$ cat src/slhr_defines.svh
// Overview of operation
// - With limp-home enabled, STOP entry masks both clock-monitor enables.
// - Leaving STOP with limp-home enabled enters limp-home with monitor forced on, unless delay is off and the monitor sees a good clock.
// - Exit delay on: count 4096 on floor VCO, then check monitor, resume on oscillator.
// - No clock after 4096 count: resume in limp-home, set active and change flags.
// - In limp-home, sample monitor at each mid-count 4096, every 8192 cycles.
// - Clock found in limp-home: leave, clear active flag, set change flag.
// - Delay off with crystal: release STOP at once, run in limp-home meanwhile.
// - Leaving limp-home restores bus-clock PLL select and module clock select.
// - Auto bandwidth plus PLL select saved: request PLL ramp after limp-home.
// - Square-wave clock present, delay off: release at once, active flag stays clear.
// - Pseudo-STOP select set makes STOP enter pseudo-STOP, oscillator kept running.
// - Reset, either interrupt pin, key wake-up or CAN wake-up ends STOP.
// - Pseudo-STOP exit with delay enters limp-home, forcing PLL select high, module low.
// - Crystal failed in pseudo-STOP: resume on floor VCO with both flags set.
// - Pseudo-STOP exit with delay cleared releases immediately like fast recovery.
// - Pseudo-STOP limp-home recovery restarts halted VCO, passed to core at once.
// - Delay bit gives 4096-count wait; cleared gives none; counter runs on slow clock.
// - In limp-home, module and bus clocks come from the floor-frequency PLL clock.
`ifndef SLHR_DEFINES_SVH
`define SLHR_DEFINES_SVH
`define SLHR_ADDR_CTRL      8'h00
`define SLHR_ADDR_STATUS    8'h04
`define SLHR_ADDR_CLKSEL    8'h08
`define SLHR_CTRL_NOLH      0
`define SLHR_CTRL_CME       1
`define SLHR_CTRL_FORCED_CLOCK_MONITOR_ENABLE      2
`define SLHR_CTRL_DLY       3
`define SLHR_CTRL_PSEUDO_STOP_SELECT      4
`define SLHR_CTRL_IRQE      5
`define SLHR_CTRL_AUTO      6
`define SLHR_CTRL_RESET     32'h0000_0002
`define SLHR_ST_ACTIVE      0
`define SLHR_ST_CHANGE      1
`define SLHR_ST_STOPPED     2
`define SLHR_ST_PSTOP       3
`define SLHR_ST_CMFAIL      4
`define SLHR_SEL_BUS_CLOCK_PLL_SELECT       0
`define SLHR_SEL_MCS        1
`define SLHR_CNT_W          13
`define SLHR_MID_COUNT      13'h1000
`define SLHR_RESP_OKAY      2'b00
`define SLHR_RESP_SLVERR    2'b10
`endif

$ cat src/slhr_pkg.sv
package slhr_pkg;
    typedef enum logic [2:0] {
        SLHR_RUN,
        SLHR_STOP,
        SLHR_DELAY,
        SLHR_LIMP
    } slhr_state_t;
    typedef logic [12:0] slhr_cnt_t;
endpackage : slhr_pkg

$ cat src/slhr_stop_exit.sv
// Local design decisions: the address map and the AXI4-Lite interface to the registers.
`timescale 1ns/1ps
`include "slhr_defines.svh"
module slhr_stop_exit
    import slhr_pkg::*;
(
    // Clock and reset
    input  wire logic        aclk,
    input  wire logic        aresetn,
    input  wire logic        aclken,
    // AXI4-Lite write
    input  wire logic [7:0]  s_axi_awaddr,
    input  wire logic        s_axi_awvalid,
    output logic             s_axi_awready,
    input  wire logic [31:0] s_axi_wdata,
    input  wire logic [3:0]  s_axi_wstrb,
    input  wire logic        s_axi_wvalid,
    output logic             s_axi_wready,
    output logic [1:0]       s_axi_bresp,
    output logic             s_axi_bvalid,
    input  wire logic        s_axi_bready,
    // AXI4-Lite read
    input  wire logic [7:0]  s_axi_araddr,
    input  wire logic        s_axi_arvalid,
    output logic             s_axi_arready,
    output logic [31:0]      s_axi_rdata,
    output logic [1:0]       s_axi_rresp,
    output logic             s_axi_rvalid,
    input  wire logic        s_axi_rready,
    // Core events, same clock
    input  wire logic        stop_instr,
    input  wire logic        slow_divided_clock_tick,
    // Asynchronous pins and monitor
    input  wire logic        ext_reset_pin,
    input  wire logic        irq_pin_n,
    input  wire logic        nonmaskable_interrupt_pin,
    input  wire logic        key_wake_j,
    input  wire logic        key_wake_h,
    input  wire logic        can_wake,
    input  wire logic        clock_monitor_ok,
    // Clock control outputs
    output logic             stop_active,
    output logic             pseudo_stop_active,
    output logic             limp_home_mode,
    output logic             clock_monitor_force,
    output logic             clock_monitor_enable,
    output logic             bus_clock_pll_select,
    output logic             module_clock_select,
    output logic             vco_restart,
    output logic             pll_ramp_request,
    output logic             clock_monitor_reset,
    output logic             limp_home_irq
);
    slhr_state_t state_r;
    logic [31:0] ctrl_r;
    logic [1:0]  clksel_r;
    logic [1:0]  saved_sel_r;
    logic        saved_auto_r;
    logic        active_r;
    logic        change_r;
    logic        pstop_r;
    logic        cmfail_r;
    logic [5:0]  sync1_r;
    logic [5:0]  sync2_r;
    logic        cnt_clear;
    logic        cnt_tick;
    logic        mid_hit;
    slhr_cnt_t   count;
    logic        aw_hold_r;
    logic        w_hold_r;
    logic [7:0]  awaddr_r;
    logic [31:0] wdata_r;
    logic [3:0]  wstrb_r;
    logic        wr_go;
    logic        change_clr;
    logic        wake;
    logic        mon_ok;

    function automatic logic [31:0] slhr_merge(input logic [31:0] old, input logic [31:0] dat, input logic [3:0] be);
        logic [31:0] res;
        res = old;
        for (int i = 0; i < 4; i++)
            if (be[i])
                res[i*8 +: 8] = dat[i*8 +: 8];
        return res;
    endfunction : slhr_merge

    // Two-stage synchronisers for pins and the monitor
    always_ff @(posedge aclk)
    begin
        if (!aresetn)
        begin
            sync1_r <= 6'h01;
            sync2_r <= 6'h01;
        end
        else if (aclken)
        begin
            sync1_r <= {clock_monitor_ok, can_wake, key_wake_h | key_wake_j,
                        nonmaskable_interrupt_pin, ext_reset_pin, irq_pin_n};
            sync2_r <= sync1_r;
        end
    end

    assign wake   = ~sync2_r[0] | sync2_r[1] | sync2_r[2] | sync2_r[3] | sync2_r[4];
    assign mon_ok = sync2_r[5];

    // AXI write channel capture, address and data in either order
    assign wr_go = aw_hold_r && w_hold_r && !s_axi_bvalid;
    always_ff @(posedge aclk)
    begin
        if (!aresetn)
        begin
            aw_hold_r     <= 1'b0;
            w_hold_r      <= 1'b0;
            awaddr_r      <= 8'h00;
            wdata_r       <= 32'h0000_0000;
            wstrb_r       <= 4'h0;
            s_axi_awready <= 1'b0;
            s_axi_wready  <= 1'b0;
            s_axi_bvalid  <= 1'b0;
            s_axi_bresp   <= `SLHR_RESP_OKAY;
        end
        else if (aclken)
        begin
            s_axi_awready <= !aw_hold_r && !s_axi_awready && s_axi_awvalid;
            s_axi_wready  <= !w_hold_r && !s_axi_wready && s_axi_wvalid;
            if (s_axi_awvalid && s_axi_awready)
            begin
                aw_hold_r <= 1'b1;
                awaddr_r  <= s_axi_awaddr;
            end
            if (s_axi_wvalid && s_axi_wready)
            begin
                w_hold_r <= 1'b1;
                wdata_r  <= s_axi_wdata;
                wstrb_r  <= s_axi_wstrb;
            end
            if (wr_go)
            begin
                aw_hold_r    <= 1'b0;
                w_hold_r     <= 1'b0;
                s_axi_bvalid <= 1'b1;
                s_axi_bresp  <= (awaddr_r == `SLHR_ADDR_CTRL || awaddr_r == `SLHR_ADDR_STATUS ||
                                 awaddr_r == `SLHR_ADDR_CLKSEL) ? `SLHR_RESP_OKAY : `SLHR_RESP_SLVERR;
            end
            else if (s_axi_bvalid && s_axi_bready)
            begin
                s_axi_bvalid <= 1'b0;
            end
        end
    end

    // AXI read channel
    always_ff @(posedge aclk)
    begin
        if (!aresetn)
        begin
            s_axi_arready <= 1'b0;
            s_axi_rvalid  <= 1'b0;
            s_axi_rdata   <= 32'h0000_0000;
            s_axi_rresp   <= `SLHR_RESP_OKAY;
        end
        else if (aclken)
        begin
            s_axi_arready <= !s_axi_arready && !s_axi_rvalid && s_axi_arvalid;
            if (s_axi_arvalid && s_axi_arready)
            begin
                s_axi_rvalid <= 1'b1;
                s_axi_rresp  <= `SLHR_RESP_OKAY;
                case (s_axi_araddr)
                    `SLHR_ADDR_CTRL:   s_axi_rdata <= ctrl_r;
                    `SLHR_ADDR_STATUS: s_axi_rdata <= {27'h0, cmfail_r, pstop_r,
                                                       state_r != SLHR_RUN, change_r, active_r};
                    `SLHR_ADDR_CLKSEL: s_axi_rdata <= {30'h0, clksel_r};
                    default:
                    begin
                        s_axi_rdata <= 32'h0000_0000;
                        s_axi_rresp <= `SLHR_RESP_SLVERR;
                    end
                endcase
            end
            else if (s_axi_rvalid && s_axi_rready)
            begin
                s_axi_rvalid <= 1'b0;
            end
        end
    end

    // Control register
    always_ff @(posedge aclk)
    begin
        if (!aresetn)
            ctrl_r <= `SLHR_CTRL_RESET;
        else if (aclken && wr_go && awaddr_r == `SLHR_ADDR_CTRL)
            ctrl_r <= slhr_merge(ctrl_r, wdata_r, wstrb_r) & 32'h0000_007F;
    end

    assign change_clr = wr_go && awaddr_r == `SLHR_ADDR_STATUS && wstrb_r[0] && wdata_r[`SLHR_ST_CHANGE];

    // Stop / limp-home sequencer
    assign cnt_tick  = slow_divided_clock_tick;
    assign cnt_clear = (state_r == SLHR_STOP);
    always_ff @(posedge aclk)
    begin
        if (!aresetn)
        begin
            state_r      <= SLHR_RUN;
            active_r     <= 1'b0;
            pstop_r      <= 1'b0;
            cmfail_r     <= 1'b0;
            saved_sel_r  <= 2'b00;
            saved_auto_r <= 1'b0;
            clksel_r     <= 2'b00;
            vco_restart  <= 1'b0;
            pll_ramp_request <= 1'b0;
            clock_monitor_reset <= 1'b0;
        end
        else if (aclken)
        begin
            vco_restart         <= 1'b0;
            pll_ramp_request    <= 1'b0;
            clock_monitor_reset <= 1'b0;
            if (wr_go && awaddr_r == `SLHR_ADDR_CLKSEL && wstrb_r[0])
                clksel_r <= wdata_r[1:0];
            case (state_r)
                SLHR_RUN:
                begin
                    if (stop_instr)
                    begin
                        pstop_r      <= ctrl_r[`SLHR_CTRL_PSEUDO_STOP_SELECT];
                        if (!ctrl_r[`SLHR_CTRL_NOLH])
                            state_r <= SLHR_STOP;
                        else if (ctrl_r[`SLHR_CTRL_CME] | ctrl_r[`SLHR_CTRL_FORCED_CLOCK_MONITOR_ENABLE])
                        begin
                            cmfail_r            <= 1'b1;
                            clock_monitor_reset <= 1'b1;
                            pstop_r             <= 1'b0;
                        end
                        else
                            state_r <= SLHR_STOP;
                        saved_sel_r  <= clksel_r;
                        saved_auto_r <= ctrl_r[`SLHR_CTRL_AUTO];
                    end
                end
                SLHR_STOP:
                begin
                    if (wake)
                    begin
                        pstop_r <= 1'b0;
                        if (ctrl_r[`SLHR_CTRL_NOLH])
                            state_r <= SLHR_RUN;
                        else
                        begin
                            vco_restart <= pstop_r & (ctrl_r[`SLHR_CTRL_DLY] | !mon_ok);
                            if (ctrl_r[`SLHR_CTRL_DLY])
                                state_r <= SLHR_DELAY;
                            else if (mon_ok)
                                state_r <= SLHR_RUN;
                            else
                            begin
                                state_r  <= SLHR_LIMP;
                                active_r <= 1'b1;
                            end
                        end
                    end
                end
                SLHR_DELAY:
                begin
                    if (mid_hit)
                    begin
                        if (mon_ok)
                            state_r <= SLHR_RUN;
                        else
                        begin
                            state_r  <= SLHR_LIMP;
                            active_r <= 1'b1;
                        end
                    end
                end
                SLHR_LIMP:
                begin
                    if (mid_hit && mon_ok)
                    begin
                        state_r  <= SLHR_RUN;
                        active_r <= 1'b0;
                        clksel_r <= {saved_sel_r[1], saved_sel_r[0] & clksel_r[0]};
                        pll_ramp_request <= saved_auto_r & saved_sel_r[0] & clksel_r[0];
                    end
                end
                default: state_r <= SLHR_RUN;
            endcase
        end
    end

    // Change flag: a set beats a software clear
    always_ff @(posedge aclk)
    begin
        if (!aresetn)
            change_r <= 1'b0;
        else if (aclken)
        begin
            if ((state_r == SLHR_DELAY && mid_hit && !mon_ok) ||
                (state_r == SLHR_STOP && wake && !ctrl_r[`SLHR_CTRL_NOLH] && !ctrl_r[`SLHR_CTRL_DLY] && !mon_ok) ||
                (state_r == SLHR_LIMP && mid_hit && mon_ok))
                change_r <= 1'b1;
            else if (change_clr)
                change_r <= 1'b0;
        end
    end

    // Registered clock-control outputs
    always_ff @(posedge aclk)
    begin
        if (!aresetn)
        begin
            stop_active          <= 1'b0;
            pseudo_stop_active   <= 1'b0;
            limp_home_mode       <= 1'b0;
            clock_monitor_force  <= 1'b0;
            clock_monitor_enable <= 1'b0;
            bus_clock_pll_select <= 1'b0;
            module_clock_select  <= 1'b0;
            limp_home_irq        <= 1'b0;
        end
        else if (aclken)
        begin
            stop_active        <= state_r == SLHR_STOP || state_r == SLHR_DELAY;
            pseudo_stop_active <= pstop_r;
            limp_home_mode     <= state_r == SLHR_DELAY || state_r == SLHR_LIMP;
            clock_monitor_force <= state_r == SLHR_DELAY || state_r == SLHR_LIMP;
            clock_monitor_enable <= (state_r == SLHR_STOP) ? 1'b0 :
                                    (state_r != SLHR_RUN) | ctrl_r[`SLHR_CTRL_CME] | ctrl_r[`SLHR_CTRL_FORCED_CLOCK_MONITOR_ENABLE];
            if (state_r == SLHR_DELAY || state_r == SLHR_LIMP)
            begin
                bus_clock_pll_select <= 1'b1;
                module_clock_select  <= 1'b0;
            end
            else
            begin
                bus_clock_pll_select <= clksel_r[`SLHR_SEL_BUS_CLOCK_PLL_SELECT];
                module_clock_select  <= clksel_r[`SLHR_SEL_MCS];
            end
            limp_home_irq <= change_r & ctrl_r[`SLHR_CTRL_IRQE];
        end
    end

    slhr_counter u_counter (
        .aclk    (aclk),
        .aresetn (aresetn),
        .aclken  (aclken),
        .tick    (cnt_tick),
        .clear   (cnt_clear),
        .count   (count),
        .mid_hit (mid_hit)
    );
endmodule : slhr_stop_exit

$ cat src/slhr_counter.sv
`timescale 1ns/1ps
`include "slhr_defines.svh"
module slhr_counter
    import slhr_pkg::*;
(
    // Clock and reset
    input  wire logic      aclk,
    input  wire logic      aresetn,
    input  wire logic      aclken,
    // Counter control
    input  wire logic      tick,
    input  wire logic      clear,
    // Counter state
    output slhr_cnt_t      count,
    output logic           mid_hit
);
    slhr_cnt_t count_r;

    // Free-running 13-stage counter; mid_hit marks the step onto 4096
    always_ff @(posedge aclk)
    begin
        if (!aresetn)
        begin
            count_r <= '0;
            mid_hit <= 1'b0;
        end
        else if (aclken)
        begin
            if (clear)
            begin
                count_r <= '0;
                mid_hit <= 1'b0;
            end
            else if (tick)
            begin
                count_r <= count_r + 13'h0001;
                mid_hit <= (count_r == 13'h0FFF);
            end
            else
            begin
                mid_hit <= 1'b0;
            end
        end
    end

    assign count = count_r;
endmodule : slhr_counter

$ cat config.mk
export PLATFORM = sky130hd
export DESIGN_NAME = slhr_stop_exit
export DESIGN_NICKNAME = d
export VERILOG_FILES = /design/src/slhr_pkg.sv /design/src/slhr_stop_exit.sv /design/src/slhr_counter.sv
export VERILOG_INCLUDE_DIRS = /design/src
export SDC_FILE = /design/constraint.sdc
export NUM_CORES = 1
export LEC_CHECK = 0
export CORE_UTILIZATION = 50
export CTS_CLUSTER_SIZE = 25
export DETAILED_ROUTE_END_ITERATION = 10
export DONT_BUFFER_PORTS = 1
export SETUP_SLACK_MARGIN = 0.15
export SLEW_MARGIN = 5
export SYNTH_ARGS = -nofsm -noshare
export SYNTH_HDL_FRONTEND = slang
export SYNTH_SLANG_ARGS = --single-unit
$ cat constraint.sdc
create_clock -name aclk -period 4.9 [get_ports aclk]
set_clock_uncertainty 0.05 [all_clocks]
set_input_delay 0.735 -clock aclk [delete_from_list [all_inputs] [get_ports aclk]]
set_output_delay 0.735 -clock aclk [all_outputs]
set_load 0.05 [all_outputs]
==> results.sh <==
export IMPL_status="completed"
export IMPL_leakagePower_nw=1.48
export IMPL_stdcell_area_um2=4010
export IMPL_instances_no_fill=550
export IMPL_clock_sinks=86
export IMPL_post_drt_via_cell_ratio=5.48
export IMPL_ctsHoldBuffers=0
export IMPL_synth_top_cells_by_area="dfxtp_1, nand2_1, a21oi_1"
export IMPL_relSlewSlack=0.355
export IMPL_area_growth_synth_to_final_pct=2.93
export IMPL_clk_pin_slew_ns=0.09
export IMPL_tightest_slew_ns=0.966
export IMPL_fillCellCount=722
export IMPL_final_common_cell="dfxtp_1"
export IMPL_dp_hpwl_um=5450
export IMPL_fin_total_pwr_mw=1.39
export IMPL_setup_viol=0
export IMPL_cts_tree="done"
export IMPL_drive_gt1_frac=0.0665
export IMPL_cts_setup_buffers=0
export IMPL_drtIter0Drc=153
export IMPL_max_freq_mhz=465
export IMPL_antenna_cells=0
export IMPL_period_share=0.439
export IMPL_ys_async_sr_fraction=0
export IMPL_final_util=0.544
export IMPL_first_pass_iters=4
export IMPL_cp_data_arrival_time_ns=2.35
export IMPL_vias=3012
export IMPL_hold_path_class="primary input to flip-flop"
export IMPL_dieArea_um2=8140
export IMPL_wire_per_inst_um=14.5
export IMPL_synth_edf_count=0
export IMPL_drv_slew=0
export IMPL_cp_required_ns=5.10
export IMPL_num_rows=31
export IMPL_cts_resized=0
export IMPL_hold_ws_ns=0.393
export IMPL_final_cell_mix="dfxtp_1, nand2_1, nor2_1, a21oi_1, conb_1"
export IMPL_setup_slack_ns=2.75
export IMPL_grt_setup_unrepaired="false"
export IMPL_place_area_um2=3810
export IMPL_power_density_nw_per_um2=347
export IMPL_critPathCaptureType="flip-flop"
export IMPL_min_period_ns=2.15
export IMPL_ir_drop_v=0.000216
export IMPL_drcViolationCount=0
export IMPL_worstSetupPathType="flip-flop to flip-flop"
export IMPL_core_um2=7370
export IMPL_grt_usage=0.199
export IMPL_htreeDepth=3
export IMPL_crit_path_start_kind="flip-flop"
export IMPL_ys_seq_area_frac=0.442
export IMPL_grt_pass1_wl_um=13000
export IMPL_placed_cells=534
export IMPL_fin_nets=520
export IMPL_ys_warn_count=0
export IMPL_die_x_um=90.2
export IMPL_pre_cts_ws_ns=2.61
export IMPL_die_y_um=90.2
export IMPL_wirelength_um=7950
export IMPL_avgSynthCellArea_um2=8.48
export IMPL_synth_main_ff_cell="dfxtp_1"
export IMPL_io_buffers=0
export IMPL_ant_nets=0
export IMPL_final_hold_violation_count=0
export IMPL_worst_path_max_fanout=9
export IMPL_fin_tns_setup_ns=0
export IMPL_max_cap_viol_count=0
export IMPL_yosysTopAreaCell="dfxtp_1"
export IMPL_grt_pass1_vias=2663
export IMPL_syn_area_um2=3890
export IMPL_syn_inst=459
export IMPL_antenna_found_initial=0
export IMPL_clk_path_buf_depth=2
export IMPL_grt_max_degree=55
export IMPL_clock_latency_ns=0.35
export IMPL_synth_cell_types=54
export IMPL_cts_root_buf="clkbuf_8"
export IMPL_overflow=0
export IMPL_place_congestion=0.817
export IMPL_synth_seq_cells=86
export IMPL_cts_buffers=9
export IMPL_floorplan_initialDensity=0.528
export IMPL_ios=121
export IMPL_yosysTopAreaCellShare=0.442
==> Yosys cell counts, types with 2 or more instances <==
cell and instances:
a211oi_1 3, a21oi_1 45, a22o_1 2, a31oi_1 3, and2_1 2, and3_1 4, buf_1 3, buf_2 2
buf_4 28, clkbuf_1 16, dfxtp_1 86, ha_1 5, inv_1 9, mux2_2 2, mux2i_1 22, nand2_1 67
nand2b_1 4, nand3_1 15, nand4_1 9, nand4b_1 2, nor2_1 48, nor2b_1 4, nor3_1 4, nor4_1 4
nor4b_1 4, o21a_1 3, o21ai_0 13, o21ai_1 2, o221a_2 3, o22ai_1 2, o2bb2ai_1 3, o31ai_1 7
or2_2 2, or3b_2 2, or4_1 3, or4_4 2, xnor2_1 3, xor2_1 5
==> registers in the layout (all words and copies together) (netlist names), 2 cells and up <==
| name | flops |
|---|---|
| saved_sel_r | 2 |
| clksel_r | 2 |
| sync2_r | 6 |
| u_counter.count | 13 |
| awaddr_r | 8 |
| ctrl_r | 7 |
| s_axi_rdata | 7 |
| sync1_r | 6 |
| wdata_r | 7 |
| state_r | 2 |
==> layer usage <==
metal,GRT usage,wire length (um),vias to the layer above
li1,-,-,1514
met3,0.0821,582,7
met4,0.0484,78,0
met5,0,0,-
met2,0.312,3570,90
met1,0.255,3720,1401
==> power breakdown <==
group	switching [mW]	internal, mW	total [mW]
combinational	0.110	0.0459	0.156
clock	0.252	0.227	0.479
sequential	0.0364	0.717	0.754
==> cell type report <==
cell class              count  area (um2)  area share
inverters                  10        37.5     0.00937
clock buffers              12         165      0.0412
well taps                  99         124      0.0309
multi-input cells         339        1930       0.481
clock inverters             4        30.0     0.00750
flip-flops and latches     86        1720       0.430
==> final timing paths <==
check	endpoint	depth (start not counted)	start	slack (ns)
setup reg to reg	change_r	4	s_axi_bvalid	2.75
hold reg to reg	awaddr_r[1]	2	awaddr_r[1]	0.40
hold / removal	sync2_r[0]	1	aresetn	0.39
setup / recovery	change_r	4	s_axi_bvalid	2.75
==> kinds of logic after synthesis <==
group	count (synthesis)	synth area share
AND/OR/NAND/NOR	182	0.227
AO/OA/AOI/OAI	93	0.146
flip-flops	86	0.442
buffers and inverters	60	0.0874
multiplexers	24	0.0624
XOR/XNOR	8	0.0180
adder cells (fa/ha/maj)	5	0.0161
other	1	0.000963
==> critical path, cell delays in order, from the launching register on <==
cell	delay, ns
dfxtp_1	0.49
nand4b_1	0.46
or4_4	0.59
o31a_1	0.30
o21a_1	0.16
Note: power is estimated with default switching activity, not from simulation.
